**config.mk**
```make
export PLATFORM = sky130hd
export DESIGN_NAME = ais_top
export DESIGN_NICKNAME = d
export VERILOG_FILES = /design/src/design/ais_pkg.sv /design/src/design/ais_top.sv
export VERILOG_INCLUDE_DIRS = /design/src /design/src/design
export SDC_FILE = /design/constraint.sdc
export NUM_CORES = 2
export LEC_CHECK = 0
export BUFFER_PORTS_ARGS = -buffer_cell sky130_fd_sc_hd__buf_2
export CORE_ASPECT_RATIO = 0.9
export CORE_MARGIN = 4
export CORE_UTILIZATION = 45
export DETAILED_ROUTE_END_ITERATION = 12
export GPL_ROUTABILITY_DRIVEN = 0
export HOLD_SLACK_MARGIN = 0.1
export MAX_ROUTING_LAYER = met4
export PLACE_DENSITY = 0.64
export SLEW_MARGIN = 20
export SYNTH_ARGS = -nofsm -noshare
export SYNTH_HDL_FRONTEND = slang
export SYNTH_SLANG_ARGS = --single-unit
```
**constraint.sdc**
```tcl
create_clock -name I_CLOCK -period 7.51 [get_ports I_CLOCK]
set_input_delay 0 -clock I_CLOCK [delete_from_list [all_inputs] [get_ports I_CLOCK]]
set_output_delay 0 -clock I_CLOCK [all_outputs]
set_load 0.02 [all_outputs]
```
**src/design/ais_params.svh**
```systemverilog
/*
 * constants of the analog input scaler: register offsets, field positions,
 * reset values and arithmetic figures.
 * assumes inclusion by bare name from the package and the top module.
 */
`ifndef AIS_PARAMS_SVH
`define AIS_PARAMS_SVH

// register byte offsets
`define AIS_OFS_CTRL    8'h00
`define AIS_OFS_GAIN    8'h04
`define AIS_OFS_OFFSET  8'h08
`define AIS_OFS_STATUS  8'h0C
`define AIS_OFS_STD     8'h10
`define AIS_OFS_VALUE   8'h14
`define AIS_OFS_AOUT    8'h18

// control field positions
`define AIS_CTRL_KIND_LSB 0
`define AIS_CTRL_MODE_LSB 4

// reset values
`define AIS_RST_GAIN    16'sh0064
`define AIS_RST_OFFSET  16'sh0000

// arithmetic figures
`define AIS_STD_MAX     1000
`define AIS_STD_LZ      200
`define AIS_STD_LZ_SPAN 800
`define AIS_GAIN_MIN    (-1000)
`define AIS_GAIN_MAX    1000
`define AIS_OFF_MIN     (-10000)
`define AIS_OFF_MAX     10000
`define AIS_GAIN_DIV    100
`define AIS_MV_PER_LSB  10

`endif

```
**src/design/ais_pkg.sv**
```systemverilog
/*
 * types of the analog input scaler: sensor kinds, arithmetic modes and the
 * packed carriers of the register bus and the result.
 * assumes ais_params.svh is on the include path.
 */
`default_nettype none

package ais_pkg;
  `include "ais_params.svh"

  typedef enum logic [2:0] {
    AIS_VOLT, AIS_CURR, AIS_LIVE, AIS_RTD, AIS_NONE
  } ais_kind_t;

  typedef enum logic [1:0] {
    AIS_NORMAL, AIS_LEGACY, AIS_RESTRICT
  } ais_mode_t;

  typedef struct packed {
    logic        cyc;
    logic        stb;
    logic        we;
    logic [7:0]  adr;
    logic [3:0]  sel;
    logic [31:0] dat;
  } ais_wb_req_t;

  typedef struct packed {
    logic        ack;
    logic [31:0] dat;
  } ais_wb_rsp_t;

  typedef struct packed {
    logic               valid;
    logic [10:0]        std;
    logic signed [31:0] value;
    logic [10:0]        aout;
    logic [13:0]        volt_mv;
  } ais_res_t;
endpackage

`default_nettype wire

```
**src/design/ais_top.sv**
```systemverilog
/*
 * analog input scaler: turns a converter reading into a standardized value,
 * applies integer gain and offset and limits the analog output.
 * assumes a classic wishbone master and a converter giving one reading per
 * valid pulse, synchronous to I_CLOCK.
 */
// How it works
// - voltage or full current input maps to standardized 0..1000.
// - live-zero current loop maps to standardized 200..1000.
// - sensor kind picks voltage, current, live-zero, thermometer or none.
// - normal mode: standardized times gain, then plus signed offset.
// - gain accepts -10.00 to +10.00 in hundredths.
// - offset accepts signed integers -10000 to +10000.
// - all scaling uses whole-number integer arithmetic.
// - real analog output handles only 0..1000.
// - analog output becomes 0..10 V output voltage.
// - legacy mode: offset added first, then multiplied by percent gain.
// - legacy gain is a percentage and negative values are refused.
// - restricted mode refuses any negative gain.
`timescale 1ns/1ns
`default_nettype none
`include "ais_params.svh"

module ais_top
  import ais_pkg::*;
#(
  parameter int RAW_W  = 12,   // converter code width
  parameter int RAW_FS = 4095  // converter code at full scale
) (
  input  wire logic             I_CLOCK,     // system clock
  input  wire logic             I_RSTN,      // async reset, active low
  input  wire ais_wb_req_t      I_WB,        // wishbone request
  output ais_wb_rsp_t           O_WB,        // wishbone answer
  input  wire logic [RAW_W-1:0] I_RAW,       // converter reading
  input  wire logic             I_RAW_VALID, // reading strobe
  output ais_res_t              O_RES        // scaled result
);

  // reset release through two flip-flops
  logic rst_s1_q;
  logic rst_n_q;
  always_ff @(posedge I_CLOCK or negedge I_RSTN) begin
    if (!I_RSTN) begin
      rst_s1_q <= 1'b0;
      rst_n_q  <= 1'b0;
    end else begin
      rst_s1_q <= 1'b1;
      rst_n_q  <= rst_s1_q;
    end
  end

  // configuration and status state
  logic [2:0]         kind_q;
  logic [1:0]         mode_q;
  logic signed [15:0] gain_q;
  logic signed [15:0] off_q;
  logic [2:0]         err_q;
  logic               ack_q;
  logic [31:0]        rdat_q;
  ais_res_t           res_q;

  // bus decode
  wire        req_w  = I_WB.cyc & I_WB.stb;
  wire        wr_w   = req_w & I_WB.we & ack_q;  // write lands on the ack edge
  wire        hit_c  = I_WB.adr == `AIS_OFS_CTRL;
  wire        hit_g  = I_WB.adr == `AIS_OFS_GAIN;
  wire        hit_o  = I_WB.adr == `AIS_OFS_OFFSET;
  wire        hit_s  = I_WB.adr == `AIS_OFS_STATUS;
  wire [31:0] mask_w = {{8{I_WB.sel[3]}}, {8{I_WB.sel[2]}},
                        {8{I_WB.sel[1]}}, {8{I_WB.sel[0]}}};

  // readback words
  wire [31:0] ctrl_r = {26'd0, mode_q, 1'b0, kind_q};
  wire [31:0] gain_r = {{16{gain_q[15]}}, gain_q};
  wire [31:0] off_r  = {{16{off_q[15]}}, off_q};

  // candidate words after byte-lane merge
  wire [31:0]        ctrl_m = (ctrl_r & ~mask_w) | (I_WB.dat & mask_w);
  wire signed [31:0] gain_m = signed'((gain_r & ~mask_w) | (I_WB.dat & mask_w));
  wire signed [31:0] off_m  = signed'((off_r & ~mask_w) | (I_WB.dat & mask_w));
  wire [1:0]         mode_m = ctrl_m[`AIS_CTRL_MODE_LSB +: 2];

  // acceptance checks
  wire g_inrng = gain_m >= `AIS_GAIN_MIN && gain_m <= `AIS_GAIN_MAX;
  wire g_okdir = mode_q == AIS_NORMAL || gain_m >= 0;
  wire g_ok    = g_inrng & g_okdir;
  wire o_ok    = off_m >= `AIS_OFF_MIN && off_m <= `AIS_OFF_MAX;
  wire m_ok    = mode_m <= 2'(AIS_RESTRICT) &&
                 (mode_m == AIS_NORMAL || gain_q >= 0);

  // refusal events for the sticky status bits
  wire [2:0] rej_w = {wr_w & hit_c & ~m_ok, wr_w & hit_o & ~o_ok,
                      wr_w & hit_g & ~g_ok};

  // read mux, unmapped offsets read zero
  wire [31:0] rd_w =
    hit_c ? ctrl_r :
    hit_g ? gain_r :
    hit_o ? off_r :
    hit_s ? {29'd0, err_q} :
    I_WB.adr == `AIS_OFS_STD   ? {21'd0, res_q.std} :
    I_WB.adr == `AIS_OFS_VALUE ? res_q.value :
    I_WB.adr == `AIS_OFS_AOUT  ? {21'd0, res_q.aout} : 32'h0000_0000;

  // bus answer: one cycle after the request, dropped the cycle after
  always_ff @(posedge I_CLOCK or negedge rst_n_q) begin
    if (!rst_n_q) begin
      ack_q  <= 1'b0;
      rdat_q <= 32'h0000_0000;
    end else begin
      ack_q  <= req_w & ~ack_q;
      rdat_q <= (req_w & ~ack_q) ? rd_w : rdat_q;
    end
  end
  assign O_WB = '{ack: ack_q, dat: rdat_q};

  // configuration writes; a refused gain, offset or mode keeps the old value, the kind field is always taken
  always_ff @(posedge I_CLOCK or negedge rst_n_q) begin
    if (!rst_n_q) begin
      kind_q <= 3'(AIS_VOLT);
      mode_q <= 2'(AIS_NORMAL);
      gain_q <= `AIS_RST_GAIN;
      off_q  <= `AIS_RST_OFFSET;
    end else begin
      if (wr_w & hit_c) begin
        kind_q <= ctrl_m[`AIS_CTRL_KIND_LSB +: 3];
        mode_q <= m_ok ? mode_m : mode_q;
      end
      if (wr_w & hit_g & g_ok) gain_q <= gain_m[15:0];
      if (wr_w & hit_o & o_ok) off_q <= off_m[15:0];
    end
  end

  // sticky refusal flags, write one to clear, a new refusal wins
  always_ff @(posedge I_CLOCK or negedge rst_n_q) begin
    if (!rst_n_q) err_q <= 3'd0;
    else err_q <= (err_q & ~((wr_w & hit_s) ? I_WB.dat[2:0] : 3'd0)) | rej_w;
  end

  // standardized value from the converter code
  wire [RAW_W-1:0] raw_c  = I_RAW > RAW_W'(RAW_FS) ? RAW_W'(RAW_FS) : I_RAW;
  wire [31:0]      raw_x  = 32'(raw_c);
  wire [31:0]      full_w = raw_x * 32'(`AIS_STD_MAX) / 32'(RAW_FS);
  wire [31:0]      live_w = 32'(`AIS_STD_LZ) +
                            raw_x * 32'(`AIS_STD_LZ_SPAN) / 32'(RAW_FS);
  wire [31:0]      rtd_w  = raw_x > 32'(`AIS_STD_MAX) ? 32'(`AIS_STD_MAX) : raw_x;
  wire [10:0]      std_d  =
    (kind_q == AIS_VOLT || kind_q == AIS_CURR) ? full_w[10:0] :
    kind_q == AIS_LIVE ? live_w[10:0] :
    kind_q == AIS_RTD  ? rtd_w[10:0] : 11'd0;

  // integer gain and offset arithmetic
  wire signed [31:0] std_s  = signed'({21'd0, std_d});
  wire signed [31:0] gain_s = 32'(gain_q);
  wire signed [31:0] off_s  = 32'(off_q);
  wire signed [31:0] norm_w = std_s * gain_s / `AIS_GAIN_DIV + off_s;
  wire signed [31:0] leg_w  = (std_s + off_s) * gain_s / `AIS_GAIN_DIV;
  wire signed [31:0] val_d  = mode_q == AIS_LEGACY ? leg_w : norm_w;

  // saturation for the real output and the voltage it stands for
  wire [10:0] aout_d = val_d < 0 ? 11'd0 :
                       val_d > `AIS_STD_MAX ? 11'(`AIS_STD_MAX) :
                       val_d[10:0];
  wire [13:0] mv_d   = 14'(aout_d) * 14'(`AIS_MV_PER_LSB);

  // result register, updated once per reading
  always_ff @(posedge I_CLOCK or negedge rst_n_q) begin
    if (!rst_n_q) begin
      res_q <= '0;
    end else begin
      res_q.valid <= I_RAW_VALID;
      if (I_RAW_VALID) begin
        res_q.std     <= std_d;
        res_q.value   <= val_d;
        res_q.aout    <= aout_d;
        res_q.volt_mv <= mv_d;
      end
    end
  end
  assign O_RES = res_q;
endmodule // ais_top

`default_nettype wire

```
; Word-level counts from Yosys, hierarchy flattened
; Cells that the tools add are included.
[word_totals]
elab_cells = 103
reg_bits = 143
[classes]
n_mul = 5
n_reduce_logical = 11
eq_ne = 10
n_bitwise = 29
div = 4
add_sub_neg = 3
mux = 16
order_cmp = 11
[op_table]
columns = cell, n
row1 = $mux 32, 7
row2 = $and 32x32->32, 3
row3 = $mux 11, 7
row4 = $div 32x12->32 const B, 2
row5 = $div 32x8->32 const B, 2
row6 = $or 32x32->32, 2
row7 = $add 32x16->32, 1
row8 = $ge 32x1->1 const B, 1
row9 = $ge 32x11->1 const B, 1
row10 = $ge 32x15->1 const B, 1
row11 = $gt 32x11->1 const B, 1
row12 = $le 32x11->1 const B, 1
row13 = $le 32x15->1 const B, 1
row14 = $lt 32x1->1 const B, 1
row15 = $mul 17x16->32, 1
row16 = $not 32->32, 1
row17 = $mul 12x16->28, 1
row18 = $eq 8x5->1 const B, 3
row19 = $mul 12x7->19 const B, 1
row20 = $add 12x16->17, 1
row21 = $mul 12x5->17 const B, 1
row22 = $eq 8x4->1 const B, 2
row23 = $ge 16x1->1 const B, 1
row24 = $and 1x1->1, 14
row25 = other kinds (23), 32

; Logic depth before layout (Yosys ltp)
[depth]
word_depth = 15
mapped_depth = 214
ltp_nobuf = 191

; Least setup slack after synthesis
; Ideal clock, no wire load.
[synth_path]
path_kind = input to register
startpoint = input I_RAW[2]
endpoint = register res_q, in the netlist O_RES[12]
slack_ps = -34592
path_buffers = 17
path_stages = 187
arrival_ps = 41978
path_cell_list = buf_6 > buf_6 > inv_1 > ha_1 > inv_1 > ha_1 > inv_1 > fa_1 > inv_1 > ha_1 > a211o_1 > a211o_1 > a211oi_1 > xor2_1 > or4_1 > buf_4 > or4_4 > a31o_1 > [... 151 more ...] > a211oi_1 > nand4_1 > nor4b_1 > nand4_1 > nor3b_1 > and4_1 > ha_1 > ha_1 > fa_1 > a21o_1 > a21o_1 > a21oi_1 > nor2_1 > nor2_1 > o21bai_1 > a21oi_1 > xnor2_1 > mux2_2
[synth_via]
elab_chain_len = 15
[synth_rtl]
columns = element, line
row1 = from (decl), ais_top.sv:34  ; input wire logic [RAW_W-1:0] I_RAW,
row2 = $gt 12x12->1, ais_top.sv:141  ; wire [RAW_W-1:0] raw_c = I_RAW > RAW_W'(RAW_FS) ? RAW_W'(RAW_FS) : I_RAW;
row3 = $mux 12 *, ais_top.sv:141
row4 = $mul 12x5->17 or $gt 12x10->1 (tied branches), "ais_top.sv:145, ais_top.sv:146"
row5 = $div 32x12->32 or $mux 11 (tied branches), "ais_top.sv:145, ais_top.sv:146"
row6 = $add 8x11->11 or $mux 11 (tied branches), "ais_top.sv:144, ais_top.sv:150"
row7 = $mux 11, ais_top.sv:149  ; kind_q == AIS_LIVE ? live_w[10:0] :
row8 = $mux 11 *, ais_top.sv:148  ; (kind_q == AIS_VOLT || kind_q == AIS_CURR) ? full_w[10:0] :
row9 = via std_d[0], ais_top.sv:147  ; wire [10:0] std_d =
row10 = $mul 12x16->28 or $add 12x16->17 (tied branches), "ais_top.sv:156, ais_top.sv:157"
row11 = $div 32x8->32 (no source line) or $mul 17x16->32 (tied branches), -
row12 = $add 32x16->32 or $div 32x8->32 (tied branches), -
row13 = $mux 32 *, ais_top.sv:158  ; wire signed [31:0] val_d = mode_q == AIS_LEGACY ? leg_w : norm_w;
row14 = $gt 32x11->1 (no source line), -
row15 = $mux 11, ais_top.sv:162  ; val_d > `AIS_STD_MAX ? 11'(`AIS_STD_MAX) :
row16 = $mux 11 *, ais_top.sv:161  ; wire [10:0] aout_d = val_d < 0 ? 11'd0 :
row17 = via aout_d[1], ais_top.sv:161
row18 = $mul 11x3->13 *, ais_top.sv:164  ; wire [13:0] mv_d = 14'(aout_d) * 14'(`AIS_MV_PER_LSB);
row19 = to (decl), ais_top.sv:60  ; ais_res_t res_q;
; Mark *: on every way through the listed nets, which the timed path passes. The rest lies on a longest branch.
; A chain may end at the register's enable or synchronous reset.

; Worst setup path in the final report
[layout_path]
startpoint = input I_RAW[3]
endpoint = register res_q, in the netlist O_RES[12]
[layout_via]
elab_chain_len = 15
[layout_rtl]
columns = element, line
row1 = $gt 12x12->1, ais_top.sv:141
row2 = $mux 12 *, ais_top.sv:141
row3 = $mul 12x5->17 or $gt 12x10->1 (tied branches), "ais_top.sv:145, ais_top.sv:146"
row4 = $div 32x12->32 or $mux 11 (tied branches), "ais_top.sv:145, ais_top.sv:146"
row5 = $add 8x11->11 or $mux 11 (tied branches), "ais_top.sv:144, ais_top.sv:150"
row6 = $mux 11, ais_top.sv:149
row7 = $mux 11 *, ais_top.sv:148
row8 = $mul 12x16->28 or $add 12x16->17 (tied branches), "ais_top.sv:156, ais_top.sv:157"
row9 = $div 32x8->32 (no source line) or $mul 17x16->32 (tied branches), -
row10 = $add 32x16->32 or $div 32x8->32 (tied branches), -
row11 = $mux 32 *, ais_top.sv:158
row12 = $gt 32x11->1 (no source line), -
row13 = $mux 11, ais_top.sv:162
row14 = $mux 11 *, ais_top.sv:161
row15 = via aout_d[3], ais_top.sv:161
row16 = $mul 11x3->13 *, ais_top.sv:164
; Marks and branches as above.

==> metrics.md <==
| Metric | Value |
|---|---|
| HP Class | primary input to register |
| CP startpoint kind | primary input |
| Unrepaired setup endpoints after global routing | yes |
| Die X | 363 µm |
| Hold depth | 3 |
| Slowest-stage cell, CP | or4_4 |
| Worst Tran Pin Value | approximately 0.89 ns |
| Max_cap viols | 0 |
| Via density | 5.96 |
| Run status | finished with violations |
| Largest area contributor in the netlist | fa_1 |
| Top FF cell, synth | dfrtp_1 |
| Routed WL | 213000 µm |
| Critical path arrival | ~40 ns |
| Distinct cells, synth | approximately 170 |
| Post-route ant nets | 0 |
| Initial DRC Count | ~6700 |
| Setup-failing EPs final | 64 |
| 1st-pass router iterations | 8 |
| Hold Crit Endpoint | err_q[2]$_DFF_PN0_ |
| Core area | roughly 110000 µm² |
| Root Buffer Master | clkbuf_16 |
| FF/Latch Area | 3540 µm² |
| Ports | ~160 |
| R2R setup slack | -22.39 ns |
| Multi-input gate area | between 40000 and 50000 µm² |
| Synth async-reset ratio | between 90% and 100% |
| Pin count of the biggest net entering global routing | between 70 and 80 |
| Period minus WS final | between 30 and 40 ns |
| Synth warn | 0 |
| IO buf count | approximately 160 |
| Num CTS Buffers | 17 |
| Largest stage delay, worst path | about 0.57 ns |
| Top cell type's share of synthesized area | a little under a fifth |
| HPWL Detailed | around 160000 µm |
| Synth-to-Final Area Change | 56.9% |
| Row count | 116 |
| Max clock buf depth | 2 |
| Synthesized area | ~51000 µm² |
| Worst flop-to-flop path endpoint | O_RES[12]$_DFFE_PN0P_ |
| CTS sink count | around 140 |
| Failing checks | setup timing |
| Hold Startpoint | I_WB[32] |
| Hold Violations, Final | 0 |
| Slew Viols, Final | 0 |
| Nets | 9961 |
| Worst-Skew Late Latency | 0.44 ns |
| Maximum clock rate | 25.2 MHz |
| First-pass GRT wire length | between 300000 and 400000 µm |
| Sequential element share of the synthesized area | between 6 and 7% |
| WS Path Type | primary input to register |
| Initial antenna violation count | 16 |
| Tcrit/Tclk final | 528% |
| H-tree levels | 4 |
| Final WS setup | -32.15 ns |
| Syn Area/Cell | 7.68 µm² |
| Flops & latches, synth | between 100 and 150 |
| Fill cells | ~8100 |
| Via Count | approximately 63000 |
| Required time worst endpoint | around 7.8 ns |
| Synth Instances | between 6000 and 7000 |
| CTS tree | yes |
| Post-synth EDFFs | 0 |
| CP Capture Type | register |
| Die Y | between 300 and 400 µm |
| GRT Overall Usage | between 30 and 40% |
| Drt wl/cell | ~20 µm |
| Post-route DRC | 0 |
| Vias in the first global route | 62031 |
| GRT Residual Overflow | 0 |
| Clock-pin slew on the worst setup and hold paths | ~0.08 ns |
| Clk_skew | 0.0208 ns |
| Starting Density | a little under half |
| Slew headroom | 40.1% |
| Most used cell, CP | buf_4 |
| Critical path fanouts, max | 8 |
| Cells on worst reg2reg path | around 140 |
| Share of post-route cells with drive strength above 1 | approximately 44% |
| Synth area leaders | fa_1 (19%), ha_1 (7.3%), dfrtp_1 (6.8%) |
| DIE AREA | 119000 µm² |
| Pre-CTS WS | -33.44 ns |
stage by stage:
step	setup TNS, ns	hold WS (ns)	cell area, µm²	cells	util, %
floorplan	-1521.26	-0.296	53600	6630	-
global placement	-1604.29	-0.216	71600	10220	64.1
detailed placement	-1666.33	-0.210	71600	10220	64.1
CTS	-1529.44	0.121	76500	10478	68.5
global route	-1677.56	0.153	79900	10630	71.5
finish	-1609.86	0.137	79900	10631	71.5
registers in the layout (all words and copies together) (netlist names), named ones only:
register,flops
rst_n_q,1
rst_s1_q,1
gain_q,16
off_q,16
err_q,3
ack_q,1
O_RES,66
mode_q,2
rdat_q,32
cells in the mapped netlist (all sizes together) (22+ instances only):
master / number
o211a: 27
nand3: 190
clkbuf: 176
nand2: 688
a311oi: 27
and3: 61
o21bai: 60
a21oi: 388
fa: 476
a211oi: 69
a2111oi: 34
mux2: 91
nand2b: 50
o21ai: 351
nor2b: 31
a21boi: 35
inv: 766
buf: 104
o31a: 25
a21o: 75
a41oi: 24
nor3: 210
o22ai: 30
xnor2: 290
or2: 40
ha: 298
and4: 26
xor2: 98
o31ai: 44
o21a: 47
a211o: 32
nor4: 72
nor2: 440
nor3b: 25
a22oi: 22
mux2i: 63
or3: 56
dfrtp: 138
nand4: 61
a31oi: 118
o32ai: 22
o221ai: 23
o211ai: 73
and2: 246
a31o: 45
critical path, delay by kind of cell:
family,cells,cell delay [ns]
AND/OR/NAND/NOR,33,7.12
multiplexers,3,0.86
adder cells (fa/ha/maj),21,7.96
AO/OA/AOI/OAI,89,17.48
buffers and inverters,41,5.26
XOR/XNOR,7,1.22
logic make-up after synthesis:
group	count (synthesis)	share of synthesized area, %
adders and majority gates	790	26.3
AOI/OAI and AO/OA	1812	25.4
DFF	141	6.93
xor gates and xnor gates	389	6.77
buffers and inverters	1050	8.52
other	2	0.0147
muxes	156	3.38
and+or+nand+nor	2289	22.7
area by class of cell:
| type | instances | area share [%] |
|---|---|---|
| multi-input cells | 5442 | 62.5 |
| flip-flops and latches | 141 | 4.43 |
| repair buffers | 2756 | 26.3 |
| diodes | 18 | 0.0564 |
| clock inverters | 15 | 0.243 |
| well taps | 1475 | 2.31 |
| inverters | 767 | 3.64 |
| clock buffers | 17 | 0.532 |
how the worst max path moves through the flow:
stage	from	endpoint	slack (ns)	cells past startpoint
3_3_place_gp	I_RAW[3]	O_RES[12]$_DFFE_PN0P_	-32.29	179
4_1_cts	I_RAW[1]	O_RES[12]$_DFFE_PN0P_	-30.64	196
6_report	I_RAW[3]	O_RES[12]$_DFFE_PN0P_	-32.15	194
2_1_floorplan	I_RAW[2]	O_RES[12]$_DFFE_PN0P_	-30.65	185
5_1_grt	I_RAW[3]	O_RES[12]$_DFFE_PN0P_	-33.48	212
3_5_place_dp	I_RAW[3]	O_RES[12]$_DFFE_PN0P_	-33.44	181
layout by cell type (no fill, tap or decap), types with 95 or more instances in the layout:
cell type	netlist	layout
buf_6	23	95
fa_1	476	451
nand3_1	189	163
nor3_1	204	161
dfrtp_1	138	136
buf_4	41	2455
and2_1	237	219
a21oi_1	371	248
ha_1	298	252
o21ai_0	300	201
inv_1	764	725
xnor2_1	287	235
a21oi_2	14	109
buf_2	27	156
nor2_1	437	388
nand2_1	684	647
routing by layer:
layer  vias up  part of all wire (%)  GRT usage, %
met4         0                   4.6          10.9
met2      3391                    45          53.0
met3       830                   9.6          5.93
met5         -                     0             -
met1     30548                    41          44.6
li1      28600                     -             -
timing repair:
action / CTS / global route
resized for setup: 530 / 452
cloned: 6 / 0
endpoints found under the setup margin: 64 / 64
pin swaps: 249 / 324
setup buffers: 202 / 139
endpoints found under the hold margin: 36 / 0
hold buffers: 22 / 0
Power is not shown: default switching activity piles up to over one toggle a cycle in this logic, so the estimate is an artifact.
